### config.mk
export PLATFORM = sky130hd
export DESIGN_NAME = drc_refresh_ctrl
export DESIGN_NICKNAME = d
export VERILOG_FILES = /design/src/logic/drc_pkg.sv /design/src/logic/drc_tmr_if.sv /design/src/logic/drc_interval_timer.sv /design/src/logic/drc_refresh_ctrl.sv
export SDC_FILE = /design/constraint.sdc
export NUM_CORES = 1
export LEC_CHECK = 0
export BUFFER_PORTS_ARGS = -buffer_cell sky130_fd_sc_hd__buf_2
export CAP_MARGIN = 20
export CORE_MARGIN = 2
export CORE_UTILIZATION = 46
export DETAILED_ROUTE_END_ITERATION = 8
export PLACE_DENSITY_LB_ADDON = 0.2
export RECOVER_POWER = 25
export SLEW_MARGIN = 30
export SYNTH_ARGS = -nofsm -noshare
export SYNTH_HDL_FRONTEND = slang
export SYNTH_SLANG_ARGS = --single-unit
### constraint.sdc
create_clock -name mclk -period 1.6 [get_ports mclk]
set_clock_uncertainty 0.15 [all_clocks]
set_input_delay 0.32 -clock mclk [delete_from_list [all_inputs] [get_ports mclk]]
set_output_delay 0.32 -clock mclk [all_outputs]
set_load 0.05 [all_outputs]
### src/logic/drc_pkg.sv
/*
 Constants, field layout and state types shared by the refresh controller and its interval timer.
 Assumes a CPU core on the same clock that gives bus, sleep and wait status and machine-cycle ends.
*/
package drc_pkg;
	// I/O-mapped control register
	localparam logic [7:0] DRC_RCR_ADDR = 8'h36;
	localparam int DRC_ON_BIT = 7;
	localparam int DRC_WAIT_BIT = 6;
	localparam int DRC_IVH_BIT = 1;
	localparam int DRC_IVL_BIT = 0;
	localparam logic DRC_ON_RST = 1'b1;
	localparam logic DRC_WAIT_RST = 1'b1;
	localparam logic [1:0] DRC_IV_RST = 2'h0;
	localparam logic [7:0] DRC_ZERO8 = 8'h00;
	// Interval selections and their lengths in clock states
	localparam logic [1:0] DRC_SEL_10 = 2'h0;
	localparam logic [1:0] DRC_SEL_20 = 2'h1;
	localparam logic [1:0] DRC_SEL_40 = 2'h2;
	localparam logic [1:0] DRC_SEL_80 = 2'h3;
	localparam int DRC_CNT_W = 7;
	localparam logic [DRC_CNT_W-1:0] DRC_IV_10 = 7'h0a;
	localparam logic [DRC_CNT_W-1:0] DRC_IV_20 = 7'h14;
	localparam logic [DRC_CNT_W-1:0] DRC_IV_40 = 7'h28;
	localparam logic [DRC_CNT_W-1:0] DRC_IV_80 = 7'h50;
	localparam logic [DRC_CNT_W-1:0] DRC_CNT_ONE = 7'h01;
	localparam logic [DRC_CNT_W-1:0] DRC_CNT_RST = 7'h00;
	// Refresh address
	localparam int DRC_ADDR_W = 8;
	localparam logic [DRC_ADDR_W-1:0] DRC_ADDR_RST = 8'h00;
	localparam logic [DRC_ADDR_W-1:0] DRC_ADDR_STEP = 8'h01;

	typedef enum logic [1:0] {DRC_IDLE, DRC_T1, DRC_T2, DRC_TW} drc_phase_type;
endpackage : drc_pkg

### src/logic/drc_tmr_if.sv
/*
 Carrier between the refresh controller and its interval timer.
 Assumes both ends run on the same clock.
*/
`timescale 1ns/100ps
interface drc_tmr_if;
	logic [1:0] sel;
	logic tick;
	modport ctrl (output sel, input tick);
	modport tmr (input sel, output tick);
endinterface : drc_tmr_if

### src/logic/drc_interval_timer.sv
/*
 Free-running refresh interval timer; one tick per selected number of clock states.
 Assumes every mclk edge is one CPU clock state.
*/
`timescale 1ns/100ps
module drc_interval_timer import drc_pkg::*; (
	// Clock and reset
	input wire logic mclk,
	input wire logic rst,
	// Interval select in, tick out
	drc_tmr_if.tmr tif
);
	typedef struct packed {
		logic [DRC_CNT_W-1:0] cnt;
		logic tick;
	} drc_tmr_state_type;

	drc_tmr_state_type s_r;
	drc_tmr_state_type s_nxt;
	logic [DRC_CNT_W-1:0] lim;

	// Interval length from the select
	always_comb begin
		unique case (tif.sel)
			DRC_SEL_10: lim = DRC_IV_10;
			DRC_SEL_20: lim = DRC_IV_20;
			DRC_SEL_40: lim = DRC_IV_40;
			DRC_SEL_80: lim = DRC_IV_80;
		endcase
	end

	// Count every state; >= so a shorter new select never overruns
	always_comb begin
		s_nxt = s_r;
		s_nxt.tick = 1'b0;
		if (s_r.cnt >= lim - DRC_CNT_ONE) begin
			s_nxt.cnt = DRC_CNT_RST;
			s_nxt.tick = 1'b1;
		end else begin
			s_nxt.cnt = DRC_CNT_W'(s_r.cnt + DRC_CNT_ONE);
		end
	end

	// State register
	always_ff @(posedge mclk) begin
		if (rst) begin
			s_r <= '0;
		end else begin
			s_r <= s_nxt;
		end
	end

	assign tif.tick = s_r.tick;

	// Checker helper: states since the last tick, counted only while the ten-state select holds
	logic [DRC_CNT_W-1:0] chk_run_r;
	always_ff @(posedge mclk) begin
		if (rst) begin
			chk_run_r <= DRC_CNT_RST;
		end else if (tif.tick) begin
			chk_run_r <= (tif.sel == DRC_SEL_10) ? DRC_CNT_ONE : DRC_CNT_RST;
		end else if (tif.sel == DRC_SEL_10 && chk_run_r != DRC_CNT_RST) begin
			chk_run_r <= DRC_CNT_W'(chk_run_r + DRC_CNT_ONE);
		end else begin
			chk_run_r <= DRC_CNT_RST;
		end
	end
endmodule : drc_interval_timer

### src/logic/drc_refresh_ctrl.sv
/*
 DRAM refresh controller: control register, request latch, refresh bus cycle sequencer, address counter.
 Assumes the CPU core marks machine-cycle ends and reports bus grant, sleep and wait on the same clock,
 and stretches its own cycle while refresh_cycle is high.
*/
`timescale 1ns/100ps
module drc_refresh_ctrl import drc_pkg::*; (
	// Clock and reset
	input wire logic mclk,
	input wire logic rst,
	// CPU internal I/O port
	input wire logic [7:0] io_addr,
	input wire logic io_wr,
	input wire logic io_rd,
	input wire logic [7:0] io_wdata,
	output logic [7:0] io_rdata,
	// CPU status
	input wire logic bus_granted,
	input wire logic sleep_mode,
	input wire logic wait_active,
	input wire logic mcycle_end,
	// Refresh bus cycle
	output logic refresh_cycle,
	output logic refresh_wait_state,
	output logic refresh_done,
	output logic [DRC_ADDR_W-1:0] refresh_addr
);
	// All controller state; one copy is computed, one is registered
	typedef struct packed {
		drc_phase_type phase;
		logic on;
		logic xwait;
		logic [1:0] iv;
		logic pending;
		logic [DRC_ADDR_W-1:0] addr;
		logic [7:0] rdata;
		logic cyc;
		logic tw;
		logic done;
	} drc_state_type;

	drc_state_type s_r;
	drc_state_type s_nxt;
	logic allow;
	logic start;
	logic [7:0] ctrl_view;

	// Interval timer runs on every state, whatever the bus, sleep or enable state
	drc_tmr_if tif ();

	drc_interval_timer u_timer (
		.mclk(mclk),
		.rst(rst),
		.tif(tif)
	);

	// Select goes straight from the register; the timer never restarts on a change,
	// so software sees at most one short interval after switching
	assign tif.sel = s_r.iv;

	// Register image; unused bits read zero
	always_comb begin
		ctrl_view = DRC_ZERO8;
		ctrl_view[DRC_ON_BIT] = s_r.on;
		ctrl_view[DRC_WAIT_BIT] = s_r.xwait;
		ctrl_view[DRC_IVH_BIT] = s_r.iv[1];
		ctrl_view[DRC_IVL_BIT] = s_r.iv[0];
	end

	// Insertion only at a machine-cycle end with the bus ours and the CPU awake and unstalled
	// Enable is folded in too, so a request caught just before a disable never starts
	assign allow = mcycle_end && !bus_granted && !sleep_mode && !wait_active && s_r.on;
	assign start = (s_r.phase == DRC_IDLE) && s_r.pending && allow;

	// Next state
	always_comb begin
		s_nxt = s_r;
		s_nxt.done = 1'b0;
		s_nxt.rdata = (io_rd && io_addr == DRC_RCR_ADDR) ? ctrl_view : DRC_ZERO8;
		// Request latch: a fresh tick beats the consume of the old one
		if (start) begin
			s_nxt.pending = 1'b0;
		end
		if (tif.tick && s_r.on) begin
			s_nxt.pending = 1'b1;
		end
		// Granted bus drops requests; the timer keeps running meanwhile
		if (bus_granted || !s_r.on) begin
			s_nxt.pending = 1'b0;
		end
		// Refresh cycle sequencer
		// Every cycle returns to idle, so one idle state always separates two refresh cycles
		unique case (s_r.phase)
			DRC_IDLE: begin
				if (start) begin
					s_nxt.phase = DRC_T1;
					s_nxt.cyc = 1'b1;
				end
			end
			DRC_T1: begin
				s_nxt.phase = DRC_T2;
			end
			DRC_T2: begin
				if (s_r.xwait) begin
					s_nxt.phase = DRC_TW;
					s_nxt.tw = 1'b1;
				end else begin
					s_nxt.phase = DRC_IDLE;
					s_nxt.cyc = 1'b0;
					s_nxt.addr = DRC_ADDR_W'(s_r.addr + DRC_ADDR_STEP);
					s_nxt.done = 1'b1;
				end
			end
			DRC_TW: begin
				s_nxt.phase = DRC_IDLE;
				s_nxt.cyc = 1'b0;
				s_nxt.tw = 1'b0;
				s_nxt.addr = DRC_ADDR_W'(s_r.addr + DRC_ADDR_STEP);
				s_nxt.done = 1'b1;
			end
		endcase
		// Software write; a length change mid-cycle takes effect at T2
		if (io_wr && io_addr == DRC_RCR_ADDR) begin
			s_nxt.on = io_wdata[DRC_ON_BIT];
			s_nxt.xwait = io_wdata[DRC_WAIT_BIT];
			s_nxt.iv = {io_wdata[DRC_IVH_BIT], io_wdata[DRC_IVL_BIT]};
		end
	end

	// State register; reset holds off all insertion
	always_ff @(posedge mclk) begin
		if (rst) begin
			s_r <= '0;
			s_r.phase <= DRC_IDLE;
			s_r.on <= DRC_ON_RST;
			s_r.xwait <= DRC_WAIT_RST;
			s_r.iv <= DRC_IV_RST;
			s_r.addr <= DRC_ADDR_RST;
		end else begin
			s_r <= s_nxt;
		end
	end

	// Outputs straight from the state register
	assign io_rdata = s_r.rdata;
	assign refresh_cycle = s_r.cyc;
	assign refresh_wait_state = s_r.tw;
	assign refresh_done = s_r.done;
	assign refresh_addr = s_r.addr;
endmodule : drc_refresh_ctrl

# After elaboration in Yosys (flattened, before gate mapping)
# Cells that the tools add are included.
# totals
regBits	34
out_inout_bits	19
# op_classes
addsub	3
magnitude_cmp	1
eq_ne	10
muxes	15
n_bitwise	1
n_reduce_logical	25
# ops
operator	count
case mux 7 bit (4 select lines)	1
case mux 8 bit (2 select lines)	1
logical AND 1 bit	9
adder 8 x 1 -> 8 bit (second input constant)	1
equality test 2 bit (second input constant)	4
equality test 8 x 6 -> 1 bit (second input constant)	1
2-to-1 mux 8 bit	1
case mux 2 bit (4 select lines)	1
adder 7 x 1 -> 7 bit (second input constant)	1
greater-or-equal comparator 7 bit	1
2-to-1 mux 1 bit	7
subtractor 7 x 1 -> 7 bit (second input constant)	1
!= test 2 bit (second input constant)	3
OR reduction 2 bit	3
equality test 2 x 1 -> 1 bit (second input constant)	2
zero test 1 bit	4
zero test 2 bit	2
2-to-1 mux 2 bit	2
case mux 2 bit (2 select lines)	1
AND reduction 2 bit	2
nonzero test 2 bit	2
case mux 1 bit (3 select lines)	1
AND reduction 3 bit	1
nonzero test 3 bit	1
2 further kinds	2

# Depth between registers and ports, before layout
# Gate-level depths: netlist of run 1.
# logic_depth
ltp_word	8
mapped_depth	8
mapped_depth_nobuf	8

# Hierarchy
# A second synthesis of run 1 with hierarchy kept.
# hier_totals
cells_unflattened	175
hier_area_um2	1626.6
# modules_own_cells
mod	n_inst	cells_each	area_each_um2	seq_area_each_um2
drc_refresh_ctrl	1	120	1108.6	440.4
drc_interval_timer	1	55	518.0	160.2

# Worst setup path before layout of run 1
# No wires, ideal clock.
# synth_path
path_type	register -> register
start	register s_r, in the netlist tif.sel[1]
end	register u_timer.s_r, in the netlist u_timer.tif.tick
setup_time_ns	0.129
arrival_time_ns	1.471
required_ns	1.321
path_slack_ns	-0.150
path_stages_with_launch	9
n_path_buf	0
cell_sequence	dfxtp_1 inv_1 ha_1 inv_1 ha_1 a41o_1 a21oi_1 o21ai_2 nor2b_1
# synth_via
elab_chain_len	5
elab_cells_between_ends	8
# synth_lines
item	line_no	source
start, declared	drc_refresh_ctrl.sv:42	drc_state_type s_r;
start signal, assigned	drc_refresh_ctrl.sv:140	s_r <= s_nxt;
equality test 2 bit, or another cell as far along	drc_interval_timer.sv:24	unique case (tif.sel)
case mux 7 bit (4 select lines) *	drc_interval_timer.sv:24	
subtractor 7 x 1 -> 7 bit *	drc_interval_timer.sv:36	if (s_r.cnt >= lim - DRC_CNT_ONE) begin
greater-or-equal comparator 7 bit *	drc_interval_timer.sv:36	
2-to-1 mux 1 bit *	drc_interval_timer.sv:36	
end signal, assigned	drc_interval_timer.sv:49	s_r <= s_nxt;
end, declared	drc_interval_timer.sv:18	drc_tmr_state_type s_r;
# Mark *: on every way between the ends. The rest lies on a longest branch, timed or not. The select of a mux whose other input is x is not followed.
# A chain may end at the register's enable or synchronous reset.

# Final worst setup path of run 1
# Ends and elaborated chain as after synthesis.

==> results.yml, run 1 <==
status:
  status: "complete, but fails checks"
  failed_checks: "negative setup slack"
detailed_routing:
  drtIter0Drc: 16
  dr_total_vias: 1136
  dr.pass1.iters: 4
  route.detailed.drc: 0
  ant_nets: 0
  drt_wl_total_mm: 2.67
  vias_per_cell: 4.85
  drt-wirelength-per-cell_um: 11.4
floorplan:
  core_mm2: 0.00305
  io_pins: 43
  die_area_mm2: 0.00370
  fp.dieH_um: 60.8
  fp-row-count: 20
  initial_core_util_pct: 48.7
  die_x_um: 60.8
cells_and_area:
  area_delta_synth_final_pct: 22.0
  drive_gt1_share_pct: 36.8
  stdcell_area_mm2: 0.00181
  antenna_cells: 0
  post-route-util_pct: 59.4
  final_cells: 234
  nets: 225
  fill_cells: 297
yosys:
  ys.flop_type: "dfxtp_1"
  yosys-top-cells-area: "dfxtp_1 (40%), ha_1 (10%), buf_4 (8.1%), xor2_1 (6.5%), nor2_1 (3.8%)"
  synth-xor-area-share_pct: 7.07
  synth-simple-area-share_pct: 22.6
  synth_top_cell_area_share_pct: 40.4
  synth-compound-area-share_pct: 6.48
  synth_common_cells: "dfxtp_1 (30), buf_4 (16), nor2_1 (15), ha_1 (12), xor2_1 (11)"
  synth_seq_area_share_pct: 40.4
  ys_seq_elements: 30
  syn_inst: 160
  syn-cell-area_mm2: 0.00149
  yosysWarnings: 0
  synth_edf_count: 0
  ys_async_sr_fraction_pct: 0
  syn_avg_cell_area_um2: 9.29
  yosysMostFrequentCell: "dfxtp_1"
  synth_top_family_by_area: "simple AND/OR/NAND/NOR gates"
  synth_fa_ha_area_share_pct: 10.1
  muxShareOfSynthArea_pct: 2.10
  yosys.cell_types.count: 33
  yosysTopAreaCell: "dfxtp_1"
placed_design:
  post_dp_cell_area_mm2: 0.00173
  gp_congestion: 0.756
  dp_cells: 226
  dp_hpwl_mm: 1.99
  place_ws_ns: -0.132
  portBuffers: 34
global_routing:
  grt.overflow.total: 0
  grt_util_all_layers_pct: 15.4
  grt.busiest_layer: "met2"
  grt_pass1_wl_mm: 4.23
  use_met1_pct: 18.3
  gr-usage-met2_pct: 26.3
  grt_max_degree: 21
  grt_antenna_before_repair: 0
  grt_pass1_vias: 1023
  gr-usage-met3_pct: 4.48
clock_network:
  cts_max_level: 2
  cts_buffers: 5
  clockRootBuffer: "clkbuf_4"
  clk_pin_slew_worst_paths_ns: 0.10
  clock-sinks: 30
  cts_tree: "built"
  worstSkewPairLatency_ns: 0.32
  clk_path_buf_depth: 2
critical_path:
  critical_path_class: "register to register"
  regToRegEndpoint: "u_timer.tif.tick"
  startpoint: "tif.sel[1]"
  critPathMaxFanout: 8
  crit_path_end_kind: "register"
  endpoint: "u_timer.tif.tick"
  reg2reg_depth: 8
  cp-start-kind: "register"
  worstPathArrival_ns: 1.80
  cp.required_ns: 1.66
  r2r_slack_ns: -0.14
  r2r_start: "tif.sel[1]"
power_and_ir_drop:
  peakVddDrop_mv: 0.537
  powerDensity_mw_per_mm2: 743
  leakage_nw: 0.794
run:
  drv_cap: 0
timing:
  finalHoldWorstSlack_ns: 0.0938
  hold_violations: 0
  maxSlewViolCount: 0
  finalCritPeriodShare_pct: 108
  final-setup-viol-count: 8
  max_freq_ghz: 0.576
  rsz0062_at_grt: "yes"
  layout_setup_ws_ns: -0.136
  fin_crit_ns: 1.74
worst_hold_path:
  min_path_type: "primary input to register"
## how the worst min path moves through the flow
stage / from / cells past startpoint / slack (ns) / endpoint
after floorplan: u_timer.tif.tick / 2 / 0.25 / s_r[19]
after CTS: io_wdata[0] / 3 / 0.08 / tif.sel[0]
after global placement: u_timer.tif.tick / 2 / 0.29 / s_r[19]
after detailed placement: u_timer.tif.tick / 2 / 0.29 / s_r[19]
after global routing: io_wdata[0] / 3 / 0.10 / tif.sel[0]
final: io_wdata[0] / 3 / 0.09 / tif.sel[0]
## state kept, by name, summed over array words and instances (netlist names)
signal              cells
refresh_addr            8
u_timer.s_r             7
io_rdata                4
s_r                     3
ctrl_view               2
tif.sel                 2
refresh_cycle           1
refresh_done            1
refresh_wait_state      1
u_timer.tif.tick        1
## layout by cell type (no fill, tap or decap), types with 3 or more instances in the layout
cell	count
and2_1	7
nand4_1	6
buf_2	34
dfxtp_1	28
a21oi_1	5
xor2_1	11
ha_1	4
inv_4	3
buf_4	6
nand3_1	8
clkbuf_4	5
nand2_1	5
nor3_1	8
conb_1	4
nor2_1	15
ha_4	7
## metrics by stage
step | setup TNS, ns | total power, mW
4_1_cts | -0.937 | 1.36
5_1_grt | -1.54 | 1.41
2_1_floorplan | -0.0555 | 0.842
6_report | -0.884 | 1.35
3_3_place_gp | -0.697 | 0.871
3_5_place_dp | -0.847 | 0.873
## critical path, stage by stage (launching register included)
cell and delay, ns:
dfxtp_4 0.40, inv_4 0.06, ha_4 0.15, inv_4 0.05
ha_4 0.19, a41o_1 0.23, a21oi_2 0.14, o21ai_4 0.11
nor2b_1 0.14
## cell type report
| cell class | count | area (um2) | area share (%) |
|---|---|---|---|
| clock buffers | 6 | 51.3 | 2.83 |
| clock inverters | 2 | 12.5 | 0.690 |
| inverters | 5 | 26.3 | 1.45 |
| multi-input cells | 107 | 845 | 46.6 |
| flip-flops and latches | 30 | 608 | 33.5 |
| well taps | 44 | 55.1 | 3.04 |
| repair buffers | 40 | 215 | 11.9 |
## report_power, final
part | total (mW) | switching [mW] | internal, mW
Sequential | 0.756 | 0.00572 | 0.750
Combinational | 0.110 | 0.0631 | 0.0464
Clock | 0.482 | 0.270 | 0.211
Total | 1.35 | 0.339 | 1.01
## repair_timing
item | CTS | global route
endpoints found under the setup margin | 8 | 8
buffers inserted | 0 | 0
hold buffers | 0 | 0
gates resized for setup | 0 | 4
endpoints found under the hold margin | 0 | 0
pin swaps | 0 | 2
## metal layers
layer	up-vias	wire length [um]
met2	44	1260
met1	507	1220
li1	583	-
met3	2	188
met4	0	8
met5	-	0
## cell families after synthesis
group                    count (synthesis)
XOR/XNOR                                12
multiplexers                             3
AND/OR/NAND/NOR                         61
other                                    1
AO/OA/AOI/OAI                           15
flip-flops                              30
adder cells (fa/ha/maj)                 12
buffers and inverters                   26
(Power assumes the default switching activity.)
==> inputs of run 2 (changes only) <==
Settings changed: PLACE_DENSITY set to 0.75, PLACE_DENSITY_LB_ADDON 0.2 to unset.
==> results.yml, run 2 (synthesis gave the netlist of run 1 again) <==
cells_and_area:
  area_delta_synth_final_pct: 25.1
  antenna_cells: 0
  final_cell_mix: "buf_2 (34), dfxtp_1 (28), nor2_1 (15)"
  layout_commonest_cell: "buf_2"
  nets: 224
  final_cells: 233
  fill_cells: 274
  regArea_um2: 608
  largest_reg_flops: 8
  drive_gt1_share_pct: 39.2
  multi_input_area_um2: 887
critical_path:
  r2r_start: "tif.sel[1]"
  crit_path_end_kind: "register"
  reg2reg_depth: 8
  cp_common_cell: "ha_4"
  regToRegEndpoint: "u_timer.tif.tick"
  cp.required_ns: 1.68
  critical_path_class: "register to register"
  crit_slowest_cell: "dfxtp_4"
  critical_path.top_delay_family: "compound AO/OA/AOI/OAI gates"
  cp_slowest_stage_delay_ns: 0.41
  critPathMaxFanout: 8
  worstSetupPathDepth: 8
  path_cells: "inv_4, ha_4, inv_2, ha_4, a41o_1, a21oi_2, o21ai_4, nor2b_1"
  r2r_slack_ns: -0.18
  endpoint: "u_timer.tif.tick"
  crit_buf_inv: 2
  startpoint: "tif.sel[1]"
  cp-start-kind: "register"
  worstPathArrival_ns: 1.86
placed_design:
  gp_congestion: 0.743
  place_ws_ns: -0.181
  dp_hpwl_mm: 2.10
  dp_cells: 225
  portBuffers: 34
clock_network:
  cts_max_level: 2
  clockRootBuffer: "clkbuf_4"
  cts_hold_buf: 0
  worstSkewPairLatency_ns: 0.33
  clk_pin_slew_worst_paths_ns: 0.10
  cts_tree: "built"
  clk_path_buf_depth: 2
  cts_setup_buffers: 0
  cts_buffers: 5
  clock-sinks: 30
floorplan:
  die_x_um: 60.8
  die_area_mm2: 0.00370
  fp.dieH_um: 60.8
  fp-row-count: 20
  core_mm2: 0.00305
  initial_core_util_pct: 48.7
  io_pins: 43
global_routing:
  grt_util_all_layers_pct: 16.8
  grt_pass1_vias: 1080
  grt.overflow.total: 0
  grt_pass1_wl_mm: 4.50
  grt_max_degree: 22
  grt_antenna_before_repair: 0
timing:
  max_freq_ghz: 0.563
  layout_setup_ws_ns: -0.177
  rsz0062_at_grt: "yes"
  final-setup-viol-count: 8
  fin_crit_ns: 1.78
  hold_violations: 0
  finalCritPeriodShare_pct: 111
  maxSlewViolCount: 0
detailed_routing:
  ant_nets: 0
  dr_total_vias: 1163
  vias_per_cell: 4.99
  route.detailed.drc: 0
  dr.pass1.iters: 4
  drt_wl_total_mm: 2.76
  drt-wirelength-per-cell_um: 11.9
  drtIter0Drc: 24
power_and_ir_drop:
  p_int_mw: 1.12
  seqPwrFrac_pct: 52.3
  leakage_nw: 0.800
  powerDensity_mw_per_mm2: 781
  peakVddDrop_mv: 0.674
  power_switching_share_pct: 22.7
  power.switching_mw: 0.329
  combPwrFrac_pct: 7.7
  p_clk_share_pct: 40.0
  total_power_mw: 1.45
run:
  drv_cap: 0
status:
  failed_checks: "negative setup slack"
  status: "complete, but fails checks"
worst_hold_path:
  min_path_type: "primary input to register"
[run 2: changes by cell type in the layout (fill, tap and decap cells not counted), moves of 2 or more]
cell	delta
nor3_1	-5
ha_4	+2
nor3_2	+5
and2_0	+2
and2_1	-2
[run 2: final cells by class]
class | instances | share of cell area [%]
Clock buffer | 5 | 2.02
Multi-Input combinational cell | 107 | 47.7
Inverter | 5 | 1.28
Timing Repair Buffer | 39 | 11.2
Tap cell | 44 | 2.96
Clock inverter | 3 | 2.15
Sequential cell | 30 | 32.7
[run 2: worst register-to-register path, delay by kind of cell (launching register included)]
kind                       cells  cell delay, ns
AOI/OAI and AO/OA              3            0.52
adders and majority gates      2            0.34
buffers and inverters          2            0.11
DFF                            1            0.41
and+or+nand+nor                1            0.15
[run 2: worst min path at each step]
| stage | endpoint | slack (ns) | cells after the start | from |
|---|---|---|---|---|
| floorplan | s_r[19] | 0.25 | 2 | u_timer.tif.tick |
| global placement | s_r[19] | 0.28 | 2 | u_timer.tif.tick |
| detailed placement | s_r[19] | 0.30 | 2 | u_timer.tif.tick |
| CTS | tif.sel[1] | 0.08 | 3 | io_wdata[1] |
| global route | tif.sel[1] | 0.09 | 3 | io_wdata[1] |
| finish | tif.sel[1] | 0.09 | 3 | io_wdata[1] |
[run 2: power by group through the flow]
stage	combinational, mW	clock (mW)	sequential (mW)
finish	0.112	0.580	0.759
global route	0.124	0.633	0.761
CTS	0.109	0.607	0.757
detailed placement	0.101	0	0.774
global placement	0.0965	0	0.774
floorplan	0.0677	0	0.774
[run 2: timing repair]
| item | in CTS | in global routing |
|---|---|---|
| endpoints found under the hold margin | 0 | 0 |
| resized for setup | 5 | 5 |
| pin swaps | 3 | 2 |
| endpoints found under the setup margin | 8 | 8 |
[run 2: metal layers]
layer  part of all wire (%)  up-vias  GRT usage, %
li1                       -      584             -
met1                     42      533          18.2
met2                     49       39          29.2
met3                    6.4        7          5.12
met4                    2.2        0          9.32
met5                      0        -             0
[run 2: through the flow]
step	TNS, ns	utilization [%]	area [um2]	hold WS [ns]
after floorplan	-0.0555	-	1600	0.251
after global placement	-0.613	56.4	1720	0.280
after detailed placement	-1.11	56.4	1720	0.298
after CTS	-1.17	60.0	1830	0.0781
after global routing	-1.82	60.9	1860	0.0918
final	-1.15	60.9	1860	0.0893
